`config.mk`:
```
export PLATFORM = sky130hd
export DESIGN_NAME = usb_device_top_control
export DESIGN_NICKNAME = d
export VERILOG_FILES = /design/src/logic/usb_device_top_control.v /design/src/logic/sync_two_ff.v
export VERILOG_INCLUDE_DIRS = /design/src /design/src/logic
export SDC_FILE = /design/constraint.sdc
export NUM_CORES = 1
export LEC_CHECK = 0
export BUFFER_PORTS_ARGS = -buffer_cell sky130_fd_sc_hd__buf_2
export CELL_PAD_IN_SITES_DETAIL_PLACEMENT = 2
export CELL_PAD_IN_SITES_GLOBAL_PLACEMENT = 2
export CORE_ASPECT_RATIO = 0.6
export CORE_MARGIN = 3
export CORE_UTILIZATION = 38
export CTS_BUF_LIST = sky130_fd_sc_hd__clkbuf_2
export CTS_CLUSTER_SIZE = 28
export DETAILED_ROUTE_END_ITERATION = 12
export GPL_TIMING_DRIVEN = 0
export PLACE_DENSITY = 0.79
export REMOVE_ABC_BUFFERS = 1
export SLEW_MARGIN = 15
export SYNTH_ARGS = -nofsm -noshare
export SYNTH_HDL_FRONTEND = slang
export SYNTH_SLANG_ARGS = --single-unit
export TNS_END_PERCENT = 5
```
`constraint.sdc`:
```
create_clock -name core_clk -period 2.24 [get_ports core_clk]
set_input_delay 0.448 -clock core_clk [delete_from_list [all_inputs] [get_ports core_clk]]
set_output_delay 0.448 -clock core_clk [all_outputs]
set_load 0.005 [all_outputs]
```
`src/logic/usb_control_regs.vh`:
```
// Contract
// - Enable activates engine, clears buffer indicators
// - Enable also switches configured pull-ups on
// - Other control bits ignored while disabled
// - Bit 5 reads live single-ended zero
// - Pointer reset bit forces even banks
// - SETUP token sets packet disable, halts processing
// - Software may clear packet disable, never set
// - Resume bit drives resume; firmware holds 10 ms
// - Suspend stops engine clock, transceiver held idle
// - Bits 7, 0 read zero; others reset zero
`ifndef USB_CONTROL_REGS_VH
`define USB_CONTROL_REGS_VH

// ------------------------------------------------------------
// Register offsets
// ------------------------------------------------------------
`define USB_CONTROL_ADDR      4'h0
`define IRQ_STATUS_ADDR       4'h1
`define IRQ_MASK_ADDR         4'h2
`define ENGINE_STATE_ADDR     4'h3

// ------------------------------------------------------------
// Control register fields
// ------------------------------------------------------------
`define CTL_SUSPEND_BIT       1
`define CTL_RESUME_BIT        2
`define CTL_ENABLE_BIT        3
`define CTL_PKT_DISABLE_BIT   4
`define CTL_SE0_BIT           5
`define CTL_PP_RESET_BIT      6

// ------------------------------------------------------------
// Interrupt status and mask fields
// ------------------------------------------------------------
`define IRQ_SETUP_BIT         0
`define IRQ_SE0_START_BIT     1
`define IRQ_SE0_END_BIT       2
`define IRQ_RESUME_DONE_BIT   3
`define IRQ_WIDTH             4

// ------------------------------------------------------------
// Engine state register fields
// ------------------------------------------------------------
`define ST_RESUME_HELD_BIT    0
`define ST_CLOCK_RUN_BIT      1
`define ST_PULLUP_BIT         2
`define ST_FORCE_EVEN_BIT     3

// ------------------------------------------------------------
// Reset values
// ------------------------------------------------------------
`define CONTROL_RESET         8'h00
`define IRQ_RESET             4'h0
`define PP_MODE_NONE          2'h0

// ------------------------------------------------------------
// Timing
// ------------------------------------------------------------
`define CORE_CLK_KHZ          100000
`define RESUME_HOLD_MS        10
`define RESUME_HOLD_CYCLES    (`RESUME_HOLD_MS * `CORE_CLK_KHZ)
`define RESUME_CNT_WIDTH      20

`endif

```
`src/logic/usb_device_top_control.v`:
```
// Our own choices: the address-and-strobe port and the placing of the registers.
`include "usb_control_regs.vh"
`default_nettype none

module usb_device_top_control #(
    parameter [`RESUME_CNT_WIDTH-1:0] RESUME_HOLD_CYCLES =
        `RESUME_HOLD_CYCLES
) (
    // Clock and reset
    input  wire        core_clk,
    input  wire        rst_n,
    // Register port
    input  wire [3:0]  reg_addr,
    input  wire [7:0]  reg_wdata,
    input  wire        reg_write,
    input  wire        reg_read,
    output reg  [7:0]  reg_rdata,
    // Configuration block, same clock
    input  wire        pullup_config_enable,
    input  wire [1:0]  pingpong_config,
    // Engine and bus indications, outside this domain
    input  wire        bus_se0_raw,
    input  wire        setup_token_toggle,
    // Engine control
    output reg         engine_enable,
    output reg         engine_clock_enable,
    output wire        packet_processing_disable,
    output reg         pingpong_buffer_indicator_clear,
    output reg         pingpong_pointer_force_even,
    output reg         pullup_drive,
    output reg         resume_drive,
    output reg         transceiver_idle,
    // Interrupt
    output wire        irq
);

    // --------------------------------------------------------
    // Decoding helpers
    // --------------------------------------------------------

    // One address compare shared by all write paths
    function hit;
        input [3:0] addr;
        input [3:0] target;
        begin
            hit = (addr == target);
        end
    endfunction

    // --------------------------------------------------------
    // Declarations
    // --------------------------------------------------------

    reg                          pingpong_pointer_reset;
    reg                          pkt_disable;
    reg                          module_enable;
    reg                          resume_request;
    reg                          suspend_request;
    reg                          enable_q;
    reg                          se0_q;
    reg                          setup_q;
    reg  [`IRQ_WIDTH-1:0]        irq_status;
    reg  [`IRQ_WIDTH-1:0]        irq_mask;
    reg  [`RESUME_CNT_WIDTH-1:0] resume_count;
    reg                          resume_held;
    reg                          resume_held_q;
    reg                          next_pkt_disable;
    reg  [`IRQ_WIDTH-1:0]        irq_event;
    reg  [7:0]                   next_rdata;
    wire [1:0]                   sync_q;
    wire                         live_single_ended_zero;
    wire                         setup_sync;
    wire                         setup_event;
    wire                         ctl_write;
    wire                         status_write;
    wire                         mask_write;
    wire                         pingpong_mode;
    wire [7:0]                   control_view;
    wire [7:0]                   state_view;

    // --------------------------------------------------------
    // Crossing from the bus and engine side
    // --------------------------------------------------------

    // Both inputs come from outside this clock, so two flops each
    sync_two_ff #(
        .WIDTH (2)
    ) u_in_sync (
        .core_clk (core_clk),
        .rst_n    (rst_n),
        .d        ({setup_token_toggle, bus_se0_raw}),
        .q        (sync_q)
    );

    assign live_single_ended_zero = sync_q[0];
    assign setup_sync             = sync_q[1];

    // SETUP arrives as a toggle, so each change is one token
    assign setup_event = (setup_sync ^ setup_q) & module_enable;

    // Delayed copies for edge detection of synchronised levels
    always @(posedge core_clk or negedge rst_n) begin
        if (!rst_n) begin
            se0_q         <= 1'b0;
            setup_q       <= 1'b0;
            enable_q      <= 1'b0;
            resume_held_q <= 1'b0;
        end else begin
            se0_q         <= live_single_ended_zero;
            setup_q       <= setup_sync;
            enable_q      <= module_enable;
            resume_held_q <= resume_held;
        end
    end

    // --------------------------------------------------------
    // Write decode
    // --------------------------------------------------------

    assign ctl_write    = reg_write & hit(reg_addr, `USB_CONTROL_ADDR);
    assign status_write = reg_write & hit(reg_addr, `IRQ_STATUS_ADDR);
    assign mask_write   = reg_write & hit(reg_addr, `IRQ_MASK_ADDR);

    // --------------------------------------------------------
    // Control register
    // --------------------------------------------------------

    // Plain read/write bits; all start cleared
    always @(posedge core_clk or negedge rst_n) begin
        if (!rst_n) begin
            pingpong_pointer_reset <= 1'b0;
            module_enable          <= 1'b0;
            resume_request         <= 1'b0;
            suspend_request        <= 1'b0;
        end else if (ctl_write) begin
            // The pointer reset bit is only ever cleared here
            pingpong_pointer_reset <= reg_wdata[`CTL_PP_RESET_BIT];
            module_enable          <= reg_wdata[`CTL_ENABLE_BIT];
            resume_request         <= reg_wdata[`CTL_RESUME_BIT];
            suspend_request        <= reg_wdata[`CTL_SUSPEND_BIT];
        end
    end

    // Packet disable: hardware sets, software may only clear.
    // A token landing in the clearing cycle keeps the flag set.
    always @* begin
        next_pkt_disable = pkt_disable;
        if (ctl_write && !reg_wdata[`CTL_PKT_DISABLE_BIT]) begin
            next_pkt_disable = 1'b0;
        end
        if (setup_event) begin
            next_pkt_disable = 1'b1;
        end
    end

    always @(posedge core_clk or negedge rst_n) begin
        if (!rst_n) begin
            pkt_disable <= 1'b0;
        end else begin
            pkt_disable <= next_pkt_disable;
        end
    end

    // Halt reaches the engine only while the module is on
    assign packet_processing_disable = pkt_disable & module_enable;

    // --------------------------------------------------------
    // Ping-pong configuration
    // --------------------------------------------------------

    // With no ping-pong mode the pointer reset has nothing to act on
    assign pingpong_mode = (pingpong_config != `PP_MODE_NONE);

    // --------------------------------------------------------
    // Remote wake-up timer
    // --------------------------------------------------------

    // Counts how long resume has been driven. Firmware owns the
    // timing; this only reports when the hold time has elapsed.
    always @(posedge core_clk or negedge rst_n) begin
        if (!rst_n) begin
            resume_count <= {`RESUME_CNT_WIDTH{1'b0}};
            resume_held  <= 1'b0;
        end else if (!resume_drive) begin
            resume_count <= {`RESUME_CNT_WIDTH{1'b0}};
            resume_held  <= 1'b0;
        end else if (resume_count != RESUME_HOLD_CYCLES) begin
            resume_count <= resume_count +
                            {{(`RESUME_CNT_WIDTH-1){1'b0}}, 1'b1};
        end else begin
            resume_held  <= 1'b1;
        end
    end

    // --------------------------------------------------------
    // Engine and transceiver controls
    // --------------------------------------------------------

    // Registered so the engine sees clean levels; every control
    // is qualified by enable so a disabled module stays inert.
    always @(posedge core_clk or negedge rst_n) begin
        if (!rst_n) begin
            engine_enable                   <= 1'b0;
            engine_clock_enable             <= 1'b0;
            pingpong_buffer_indicator_clear <= 1'b0;
            pingpong_pointer_force_even     <= 1'b0;
            pullup_drive                    <= 1'b0;
            resume_drive                    <= 1'b0;
            transceiver_idle                <= 1'b0;
        end else begin
            engine_enable <= module_enable;
            // Suspend gates the engine clock to save power
            engine_clock_enable <= module_enable &
                                   ~suspend_request;
            // One pulse on the enable edge clears every indicator
            pingpong_buffer_indicator_clear <= module_enable &
                                               ~enable_q;
            pingpong_pointer_force_even <= module_enable &
                                           pingpong_pointer_reset &
                                           pingpong_mode;
            // Soft attach: pull-up follows enable when configured
            pullup_drive <= module_enable &
                            pullup_config_enable;
            // Resume is not driven while the engine clock is off
            resume_drive <= module_enable & resume_request &
                            ~suspend_request;
            // Still attached in suspend, but outputs held idle
            transceiver_idle <= module_enable &
                                suspend_request;
        end
    end

    // --------------------------------------------------------
    // Interrupt events
    // --------------------------------------------------------

    always @* begin
        irq_event = {`IRQ_WIDTH{1'b0}};
        irq_event[`IRQ_SETUP_BIT]       = setup_event;
        irq_event[`IRQ_SE0_START_BIT]   = module_enable &
                                          live_single_ended_zero &
                                          ~se0_q;
        irq_event[`IRQ_SE0_END_BIT]     = module_enable &
                                          ~live_single_ended_zero &
                                          se0_q;
        irq_event[`IRQ_RESUME_DONE_BIT] = resume_held & ~resume_held_q;
    end

    // Sticky status, write one to clear; a new event wins
    genvar gi;
    generate
        for (gi = 0; gi < `IRQ_WIDTH; gi = gi + 1) begin : g_irq
            always @(posedge core_clk or negedge rst_n) begin
                if (!rst_n) begin
                    irq_status[gi] <= 1'b0;
                end else if (irq_event[gi]) begin
                    irq_status[gi] <= 1'b1;
                end else if (status_write && reg_wdata[gi]) begin
                    irq_status[gi] <= 1'b0;
                end
            end
        end
    endgenerate

    always @(posedge core_clk or negedge rst_n) begin
        if (!rst_n) begin
            irq_mask <= `IRQ_RESET;
        end else if (mask_write) begin
            irq_mask <= reg_wdata[`IRQ_WIDTH-1:0];
        end
    end

    // Level output, high while any enabled status bit is set
    assign irq = |(irq_status & irq_mask);

    // --------------------------------------------------------
    // Read views
    // --------------------------------------------------------

    // Bits 7 and 0 are not implemented and read as zero
    assign control_view = {
        1'b0,
        pingpong_pointer_reset,
        live_single_ended_zero,
        pkt_disable,
        module_enable,
        resume_request,
        suspend_request,
        1'b0
    };

    assign state_view = {
        4'h0,
        pingpong_pointer_force_even,
        pullup_drive,
        engine_clock_enable,
        resume_held
    };

    // --------------------------------------------------------
    // Read data
    // --------------------------------------------------------

    // Unmapped addresses and idle cycles return zero
    always @* begin
        next_rdata = 8'h00;
        if (reg_read) begin
            case (reg_addr)
                `USB_CONTROL_ADDR: begin
                    next_rdata = control_view;
                end
                `IRQ_STATUS_ADDR: begin
                    next_rdata = {4'h0, irq_status};
                end
                `IRQ_MASK_ADDR: begin
                    next_rdata = {4'h0, irq_mask};
                end
                `ENGINE_STATE_ADDR: begin
                    next_rdata = state_view;
                end
                default: begin
                    next_rdata = 8'h00;
                end
            endcase
        end
    end

    // Data stands only in the cycle after the read strobe
    always @(posedge core_clk or negedge rst_n) begin
        if (!rst_n) begin
            reg_rdata <= 8'h00;
        end else begin
            reg_rdata <= next_rdata;
        end
    end

endmodule

`default_nettype wire

```
`src/logic/sync_two_ff.v`:
```
`default_nettype none

// ------------------------------------------------------------
// Two-stage level synchroniser
// ------------------------------------------------------------
module sync_two_ff #(
    parameter WIDTH = 1
) (
    // Clock and reset
    input  wire             core_clk,
    input  wire             rst_n,
    // Level in and out
    input  wire [WIDTH-1:0] d,
    output reg  [WIDTH-1:0] q
);

    reg [WIDTH-1:0] meta;

    // First stage feeds only the second, to contain metastability
    always @(posedge core_clk or negedge rst_n) begin
        if (!rst_n) begin
            meta <= {WIDTH{1'b0}};
            q    <= {WIDTH{1'b0}};
        end else begin
            meta <= d;
            q    <= meta;
        end
    end

endmodule

`default_nettype wire

```
[Word-level counts from Yosys, hierarchy flattened]
Index checks and enable logic that the tools add are counted.
Word-level totals
  bits in registers: 56
  bits of input ports: 21
  output and inout port bits: 17
  logic and storage cells: 87
Cells by class
  $add $sub $neg: 1
  eq/ne operators: 6
  muxes and demuxes: 16
  bitwise logic cells: 25
  reductions and logical operators: 14
Operators by type and width (number)
  two-way mux 20 bit: 2
  one-hot mux 7 bit (4 select lines): 1
  adder 20 x 1 -> 20 bit, second input constant: 1
  != test 20 bit, second input constant: 1
  AND 1 bit: 18
  two-way mux 1 bit: 12
  nonzero test 2 bit: 6
  equality test 4 x 2 -> 1 bit, second input constant: 2
  two-way mux 8 bit: 1
  logical AND 1 bit: 5
  inverter 1 bit: 5
  AND 4 bit: 1
  equality test 4 x 1 -> 1 bit, second input constant: 1
  zero test 4 bit: 1
  OR reduction 4 bit: 1
  != test 2 x 1 -> 1 bit, second input constant: 1
  != test 2 bit, second input constant: 1
  zero test 1 bit: 1
  bitwise XOR 1 bit: 1

[Depth between registers and ports, before layout]
Gate-level depths: netlist of run 1.
  depth after elaboration: 5
  depth in mapped cells: 5
  gate-level depth less buffers: 5

[Cells and area by module]
A second synthesis of run 1 with hierarchy kept.
Unflattened totals
  cells, all modules: 220
  area, all modules: 2431.1 sq um
Modules (own cells, without submodules)
  usb_device_top_control: instances 1, cells each 216, area each 2331.0 sq um, seq. area each 1276.2 sq um
  sync_two_ff: instances 1, cells each 4, area each 100.1 sq um, seq. area each 100.1 sq um

[Least setup slack after synthesis of run 1]
Ideal clock, no wire load.
  path kind: register to register
  from: reg resume_count[0]
  to: reg resume_count[18]
  library setup time: 123 ps
  arrival time: 1436 ps
  required time: 2117 ps
  slack: 681 ps
  stages on the path, launching flop included: 6
  path buffers: 0
  period minus slack after synthesis: 1559 ps
  path through: dfrtp_1 ha_1 nand2_1 nor4_1 nand3_1 mux2i_1
Between the ends
  longest elaborated chain between the ends: 3
  elaborated cells on any way between the ends: 5
  those cells by class: add/sub: 1; eq/ne: 2; mux: 2
RTL lines
  from (decl): line usb_device_top_control.v:64  | reg [`RESUME_CNT_WIDTH-1:0] resume_count;
  from (signal assigned): line usb_device_top_control.v:182  | resume_count <= {`RESUME_CNT_WIDTH{1'b0}};
  from (signal assigned): line usb_device_top_control.v:185  | resume_count <= {`RESUME_CNT_WIDTH{1'b0}};
  from (signal assigned): line usb_device_top_control.v:188  | resume_count <= resume_count +
  adder 20 x 1 -> 20 bit: line usb_device_top_control.v:188
  two-way mux 20 bit: line usb_device_top_control.v:187  | end else if (resume_count != RESUME_HOLD_CYCLES) begin
  two-way mux 20 bit: line usb_device_top_control.v:184  | end else if (!resume_drive) begin
Several ways; a longest one is shown, not always the timed one. The select of a mux whose other input is x is not followed.
A chain may end at the register's enable or synchronous reset.

[Worst setup path after layout of run 1]
Same ends and word-level chain as after synthesis.

==> out/results.tsv, run 1 <==
stage	metric	value	unit
yosys	post-synthesis compound-gate area fraction	7.63	%
yosys	EDFF count, synth	0	
route	total length of routed wires	6.43	mm
route	uppermost metal layer occupied by signal nets	met4	
hold_path	Hold Crit Start	pullup_config_enable	
finish	P&R area growth vs syn	13.4	%
hold_path	class of the tightest hold or removal check	in -> reg	
route	Pre-Repair DR Iteration Count	4	
placement	HPWL reported at the end of detailed placement	4.72	mm
yosys	dominant cell type by area after synthesis	sky130_fd_sc_hd__dfrtp_1	
die	Floorplan Core Area	0.00586	mm2
yosys	Cell variety after synth	45	
global_route	pin count of the biggest net entering global routing	56	
timing	Slew @ Worst Pin	710	ps
run_status	status	complete, no violations	
setup_path	startpoint of the most critical setup path	resume_count[0]	
yosys	xor/xnor cell area share of the yosys netlist	3.97	%
timing	RSZ-0062 raised after global routing	no	
global_route	initial antenna violation count	0	
yosys	mean post-synth cell area	11.3	um2
yosys	number of synthesized register bits	55	
yosys	share of the yosys chip area belonging to registers	56.7	%
setup_path	Critical Path End Type	flip-flop	
finish	number of antenna cells inserted	0	
finish	Post-layout nets	276	
setup_path	Crit path required time	2650	ps
yosys	leading register cell type out of synthesis	sky130_fd_sc_hd__dfrtp_1	
route	total length of routed met3 wires	336	um
finish	area of the multi-input gates	0.00100	mm2
finish	# fillers	619	
cts	clock latency on the worst-skew pair	480	ps
setup_path	start of the worst register-to-register path	resume_count[0]	
timing	number of failing setup endpoints in the final timing report	0	
yosys	fraction of registers with async set or reset after synthesis	100	%
die	Die Y	67.9	um
global_route	first-pass GRT wire length	10.7	mm
yosys	area share of and/or/nand/nor cells after synthesis	20.7	%
cts	TritonCTS Sinks	55	
yosys	number of instances in the synthesized netlist	215	
yosys	area fraction of the dominant cell type after synthesis	56.7	%
timing	upper clock frequency limit	518	MHz
run	number of maximum-capacitance violations	0	
die	Top Ports	38	
route	residual DRC count	0	
cts	deepest clock path buffer count	2	
global_route	final global-route overflow total	0	
cts	TritonCTS clock tree	yes	
route	Met2 Wirelength	2.70	mm
placement	PortBufs	34	
power	leakage power figure	1.24	nW
timing	fin. max-slew vios	0	
cts	root cell of the clock tree	sky130_fd_sc_hd__clkbuf_2	
cts	clock slew at the register clock pins of the worst setup and hold paths	290	ps
yosys	most frequent cell after synthesis	sky130_fd_sc_hd__dfrtp_1	
power	VDD IR max	0.381	mV
yosys	fraction of the mapped netlist area in adder cells	1.03	%
route	number of design-rule violations left by the first detailed-router iteration	57	
power	total chip power	1.80	mW
yosys	dominant cells by area after synthesis	sky130_fd_sc_hd__dfrtp_1, sky130_fd_sc_hd__mux2_2, sky130_fd_sc_hd__xor2_1	
global_route	via count of the first global-routing pass	1913	
setup_path	category of the most critical setup path	reg -> reg	
power	Pwr Density	656	mW/mm2
placement	weighted congestion at the end of routability-driven global placement	0.773	
timing	post-route clock skew	19.3	ps
global_route	overall track demand over capacity in global routing	19.7	%
placement	DP Worst Slack	137	ps
route	routed vias	1804	
route	Wirelength per Cell	19.3	um
setup_path	endpoint arrival time on the critical path	2340	ps
yosys	mux contribution to synthesized area	7.58	%
timing	Min Clock Period, post-route	1930	ps
timing	sum of negative setup slack	0	ps
timing	post-route clock period utilization	86.2	%
setup_path	Crit Path Max Fanout	7	
timing	Final Hold Slack	147	ps
setup_path	Worst setup SP type	flip-flop	
timing	worst setup slack after layout	310	ps
cts	number of CTS-inserted buffers	5	
finish	storage element area	0.00138	mm2
finish	share of final-layout standard cells stronger than drive strength 1	22.8	%
yosys	Post-synth top cells	sky130_fd_sc_hd__dfrtp_1, sky130_fd_sc_hd__nand2_1, sky130_fd_sc_hd__nand3_1	
die	effective utilization at floorplan	41.4	%
yosys	post-synthesis instance area	0.00243	mm2
die	number of rows in the core area	21	
yosys	synth warn	0	
die	die outline area	0.00741	mm2
cts	H-tree depth reported by CTS	2	
yosys	main combinational cell family by area after synthesis	simple AND/OR/NAND/NOR gates	
timing	final count of hold timing violations	0	
route	number of vias per cell after detailed routing	5.40	
route	length of routed wiring on met1	3.34	mm
die	Die X	109	um
timing	max-slew headroom at the worst pin	52.7	%
route	post-detailed-route count of antenna-violating nets	0	
-- layer usage --
metal  global-route usage (%)  vias up
li1                         -      841
met1                     30.1      922
met2                     27.7       36
met3                     4.62        5
met4                     5.13        0
met5                        0        -
-- logic make-up after synthesis --
group	count (synthesis)
AND/OR/NAND/NOR	90
other	1
AO/OA/AOI/OAI	27
multiplexers	16
flip-flops	55
adder cells (fa/ha/maj)	2
buffers and inverters	13
XOR/XNOR	11
-- cells in the final DEF, fill, tap and decap left out, types with 2 or more instances in the layout --
cell                            count
sky130_fd_sc_hd__dfrtp_1           55
sky130_fd_sc_hd__buf_2             33
sky130_fd_sc_hd__nand2_1           17
sky130_fd_sc_hd__nand3_1           13
sky130_fd_sc_hd__nor2_1            12
sky130_fd_sc_hd__mux2_2             9
sky130_fd_sc_hd__and3_1             8
sky130_fd_sc_hd__xor2_1             8
sky130_fd_sc_hd__and2_1             7
sky130_fd_sc_hd__a21oi_1            7
sky130_fd_sc_hd__inv_1              6
sky130_fd_sc_hd__mux2i_1            6
sky130_fd_sc_hd__o31ai_1            5
sky130_fd_sc_hd__or4_1              5
sky130_fd_sc_hd__nor3_1             5
sky130_fd_sc_hd__clkbuf_2           5
sky130_fd_sc_hd__o21ai_0            3
sky130_fd_sc_hd__nand2b_1           3
sky130_fd_sc_hd__nand4_1            3
sky130_fd_sc_hd__xnor2_1            3
sky130_fd_sc_hd__nor4_1             3
sky130_fd_sc_hd__dlygate4sd3_1      3
sky130_fd_sc_hd__or3_1              2
sky130_fd_sc_hd__o22ai_1            2
sky130_fd_sc_hd__nor2b_1            2
sky130_fd_sc_hd__a22oi_1            2
sky130_fd_sc_hd__clkinv_1           2
sky130_fd_sc_hd__a22o_1             2
sky130_fd_sc_hd__o2bb2ai_1          2
sky130_fd_sc_hd__ha_1               2
-- timing repair --
action                                  CTS  global route
endpoints found under the hold margin    55             2
setup buffers                             0             0
hold buffers                              1             2
resized for setup                         0             1
endpoints found under the setup margin    0             2
-- critical path, cell delays in order (launching register included) --
cell                      delay, ps
sky130_fd_sc_hd__dfrtp_1        560
sky130_fd_sc_hd__ha_1           300
sky130_fd_sc_hd__nand2_1        160
sky130_fd_sc_hd__nor4_2         450
sky130_fd_sc_hd__nand3_1        180
sky130_fd_sc_hd__mux2i_1        210
-- where the power goes --
| part | switching [mW] | internal [mW] |
|---|---|---|
| clock | 0.334 | 0.0750 |
| combinational | 0.121 | 0.121 |
| sequential | 0.0799 | 1.07 |
| total | 0.535 | 1.27 |
-- state kept, by name, indices dropped and copies added (netlist names), 2 cells and up --
| signal | count |
|---|---|
| irq_status | 4 |
| u_in_sync.meta | 2 |
| u_in_sync.q | 2 |
| irq_mask | 4 |
| reg_rdata | 7 |
| resume_count | 20 |
-- final timing paths --
| kind | depth (start not counted) | slack, ps | endpoint |
|---|---|---|---|
| worst max-delay path | 5 | 310 | resume_count[18] |
| max in group asynchronous | 2 | 1230 | resume_count[17] |
| worst min register to register | 0 | 400 | u_in_sync.q[0] |
| min in group asynchronous | 2 | 530 | u_in_sync.meta[1] |
| worst max register to register | 5 | 310 | resume_count[18] |
| worst min-delay path | 2 | 150 | pullup_drive |
-- through the flow --
step,util (%),cell area (um2),std cells
floorplan,-,2400,209
global placement,45.5,2670,323
detailed placement,45.6,2670,323
CTS,46.5,2730,332
global route,47.0,2750,334
finish,47.0,2750,334
-- final cells by class --
class	instances	area share [%]
multi-input combinational	147	36.4
sequential	55	50.0
clock inverter	3	0.727
clock buffer	5	0.909
timing repair buffer	37	7.36
tap	80	3.64
inverter	7	0.955
(Power assumes the default switching activity.)
==> inputs of run 2 (changes only) <==
--- a/config.mk
+++ b/config.mk
@@ -9,7 +9,6 @@
 export BUFFER_PORTS_ARGS = -buffer_cell sky130_fd_sc_hd__buf_2
 export CELL_PAD_IN_SITES_DETAIL_PLACEMENT = 2
 export CELL_PAD_IN_SITES_GLOBAL_PLACEMENT = 2
-export CORE_ASPECT_RATIO = 0.6
 export CORE_MARGIN = 3
 export CORE_UTILIZATION = 38
 export CTS_BUF_LIST = sky130_fd_sc_hd__clkbuf_2
==> run 2 against run 1 <==
Effect of this change: cell count shrank 1.5%; clock-buffer cell count is the same; total power grew 2.4%; largest power group unchanged; sequential cell count is the same; first-iteration DRC count grew 21%; critical path depth shrank 3; critical path type is now reg -> out; non-clock buffer count is the same; utilization shrank 1.5 points; design area is essentially flat; worst setup slack lost 3.4 ps.
==> out/results.tsv, run 2 (synthesis gave the netlist of run 1 again) <==
stage	metric	value	unit	change
finish	Post-layout nets	276		unchanged
setup_path	category of the most critical setup path	reg -> out		was reg -> reg
placement	PortBufs	34		unchanged
setup_path	cell family with most CP delay	flip-flops		was simple AND/OR/NAND/NOR gates
die	Die Y	85.9	um	was 67.9 um
route	Wirelength per Cell	18.6	um	was 19.3 um
route	number of design-rule violations left by the first detailed-router iteration	69		was 57
timing	Min Clock Period, post-route	1930	ps	about the same
route	number of vias per cell after detailed routing	5.50		was 5.40
route	routed vias	1810		was 1804
finish	P&R area growth vs syn	13.5	%	was 13.4%
global_route	first-pass GRT wire length	10.2	mm	was 10.7 mm
finish	number of antenna cells inserted	0		unchanged
power	VDD IR max	0.333	mV	was 0.381 mV
global_route	final global-route overflow total	0		unchanged
global_route	pin count of the biggest net entering global routing	56		unchanged
setup_path	longest individual stage delay on the worst path	690	ps	was 560 ps
setup_path	total buffers and inverters traversed by the critical path	1		was 0
route	post-detailed-route count of antenna-violating nets	0		unchanged
setup_path	endpoint arrival time on the critical path	1490	ps	was 2340 ps
cts	root cell of the clock tree	sky130_fd_sc_hd__clkbuf_2		unchanged
timing	fin. max-slew vios	0		unchanged
finish	# fillers	649		was 619
cts	TritonCTS clock tree	yes		unchanged
placement	weighted congestion at the end of routability-driven global placement	0.750		was 0.773
run_status	status	complete, no violations		unchanged
placement	instance count after placement with tap cells included	318		was 323
route	total length of routed wires	6.12	mm	was 6.43 mm
cts	post-CTS setup buffer count	0		unchanged
run	number of maximum-capacitance violations	0		unchanged
timing	upper clock frequency limit	517	MHz	was 518 MHz
route	residual DRC count	0		unchanged
cts	TritonCTS Sinks	55		unchanged
timing	final count of hold timing violations	0		unchanged
finish	Regs by FF count	resume_count x20, reg_rdata x7		unchanged
timing	post-route clock period utilization	86.3	%	was 86.2%
route	Pre-Repair DR Iteration Count	4		unchanged
finish	area of the multi-input gates	0.00100	mm2	unchanged
die	Top Ports	38		unchanged
setup_path	CP Cell Sequence	and2_1 > buf_2		was ha_1 > nand2_1 > nor4_2 > nand3_1 > mux2i_1
die	Floorplan Core Area	0.00606	mm2	was 0.00586 mm2
die	number of rows in the core area	28		was 21
setup_path	cell with the largest stage delay on the worst path	sky130_fd_sc_hd__dfrtp_1		unchanged
die	effective utilization at floorplan	40.0	%	was 41.4%
die	Die X	85.9	um	was 109 um
finish	leading cell type in the layout, fill and taps excluded	sky130_fd_sc_hd__dfrtp_1		unchanged
cts	deepest clock path buffer count	2		unchanged
finish	most used cells in the layout excluding fill and tap cells	sky130_fd_sc_hd__dfrtp_1, sky130_fd_sc_hd__buf_2, sky130_fd_sc_hd__nand2_1		unchanged
timing	number of failing setup endpoints in the final timing report	0		unchanged
global_route	via count of the first global-routing pass	1958		was 1913
finish	max reg flops	20		unchanged
cts	clock latency on the worst-skew pair	490	ps	was 480 ps
global_route	initial antenna violation count	0		unchanged
cts	number of CTS-inserted buffers	5		unchanged
finish	storage element area	0.00138	mm2	unchanged
timing	post-route clock skew	34.4	ps	was 19.3 ps
cts	clock slew at the register clock pins of the worst setup and hold paths	340	ps	was 290 ps
setup_path	worst reg-to-reg setup slack	310	ps	about the same
timing	max-slew headroom at the worst pin	53.3	%	was 52.7%
timing	Slew @ Worst Pin	701	ps	was 710 ps
hold_path	class of the tightest hold or removal check	in -> reg		unchanged
power	Pwr Density	671	mW/mm2	was 656 mW/mm2
timing	RSZ-0062 raised after global routing	no		unchanged
global_route	overall track demand over capacity in global routing	18.1	%	was 19.7%
cts	H-tree depth reported by CTS	2		unchanged
placement	Placed Instance Area	0.00267	mm2	about the same
finish	share of final-layout standard cells stronger than drive strength 1	23.2	%	was 22.8%
finish	Design Area, Final	0.00276	mm2	was 0.00275 mm2
die	die outline area	0.00738	mm2	was 0.00741 mm2
setup_path	Critical Path End Type	output port		was flip-flop
placement	HPWL reported at the end of detailed placement	4.40	mm	was 4.72 mm
setup_path	Worst setup SP type	flip-flop		unchanged
power	leakage power figure	1.25	nW	was 1.24 nW
finish	filler-free cell count of the finished design	329		was 334
setup_path	Crit Path Max Fanout	13		was 7
finish	Most flops, register	resume_count		unchanged
setup_path	Crit path required time	1790	ps	was 2650 ps
timing	sum of negative setup slack	0	ps	unchanged
run 2: cell count changes in the layout (fill, tap and decap cells not counted):
cell,delta
sky130_fd_sc_hd__inv_8,+1
sky130_fd_sc_hd__clkinv_4,-1
sky130_fd_sc_hd__clkinvlp_4,-1
sky130_fd_sc_hd__inv_6,+2
sky130_fd_sc_hd__clkinv_1,-1
run 2: per-layer routing:
layer | wire [um] | track usage [%] | vias up
li1 | - | - | 841
met1 | 2850 | 24.3 | 937
met2 | 3020 | 29.4 | 25
met3 | 174 | 3.55 | 7
met4 | 74 | 5.47 | 0
met5 | 0 | 0 | -
run 2: timing repair:
| item | CTS | global route |
|---|---|---|
| resized for setup | 1 | 0 |
| endpoints found under the hold margin | 56 | 1 |
| hold buffers | 2 | 1 |
| endpoints found under the setup margin | 1 | 0 |
run 2: through the flow:
step / utilization, % / setup WS (ps) / power, mW / hold WS, ps
4_1_cts: 45.3 / 258 / 1.88 / 1.98
2_1_floorplan: - / 681 / 1.27 / 152
6_report: 45.5 / 307 / 1.85 / 178
5_1_grt: 45.5 / 129 / 1.96 / 104
3_3_place_gp: 43.9 / 180 / 1.39 / 335
3_5_place_dp: 44.0 / 58.9 / 1.41 / 336
run 2: worst paths after layout:
path                                 startpoint                        end  depth (start not counted)
setup / recovery                  module_enable  packet_processing_disable                          2
hold / removal             pullup_config_enable               pullup_drive                          2
setup reg to reg                resume_count[0]           resume_count[18]                          5
hold reg to reg               u_in_sync.meta[0]             u_in_sync.q[0]                          0
max in group asynchronous                 rst_n           resume_count[16]                          2
min in group asynchronous                 rst_n               reg_rdata[0]                          2
run 2: cell type report:
| type | instances | area share [%] |
|---|---|---|
| Sequential cell | 55 | 50.0 |
| Multi-Input combinational cell | 147 | 36.4 |
| Timing Repair Buffer | 37 | 7.36 |
| Tap cell | 75 | 3.41 |
| Clock inverter | 3 | 1.04 |
| Inverter | 7 | 0.954 |
| Clock buffer | 5 | 0.908 |
run 2: power by group:
part	leakage [nW]	switching, mW	total [mW]	internal [mW]
registers	0.717	0.0813	1.15	1.07
clock network	0.0359	0.359	0.455	0.0961
logic	0.496	0.118	0.239	0.121
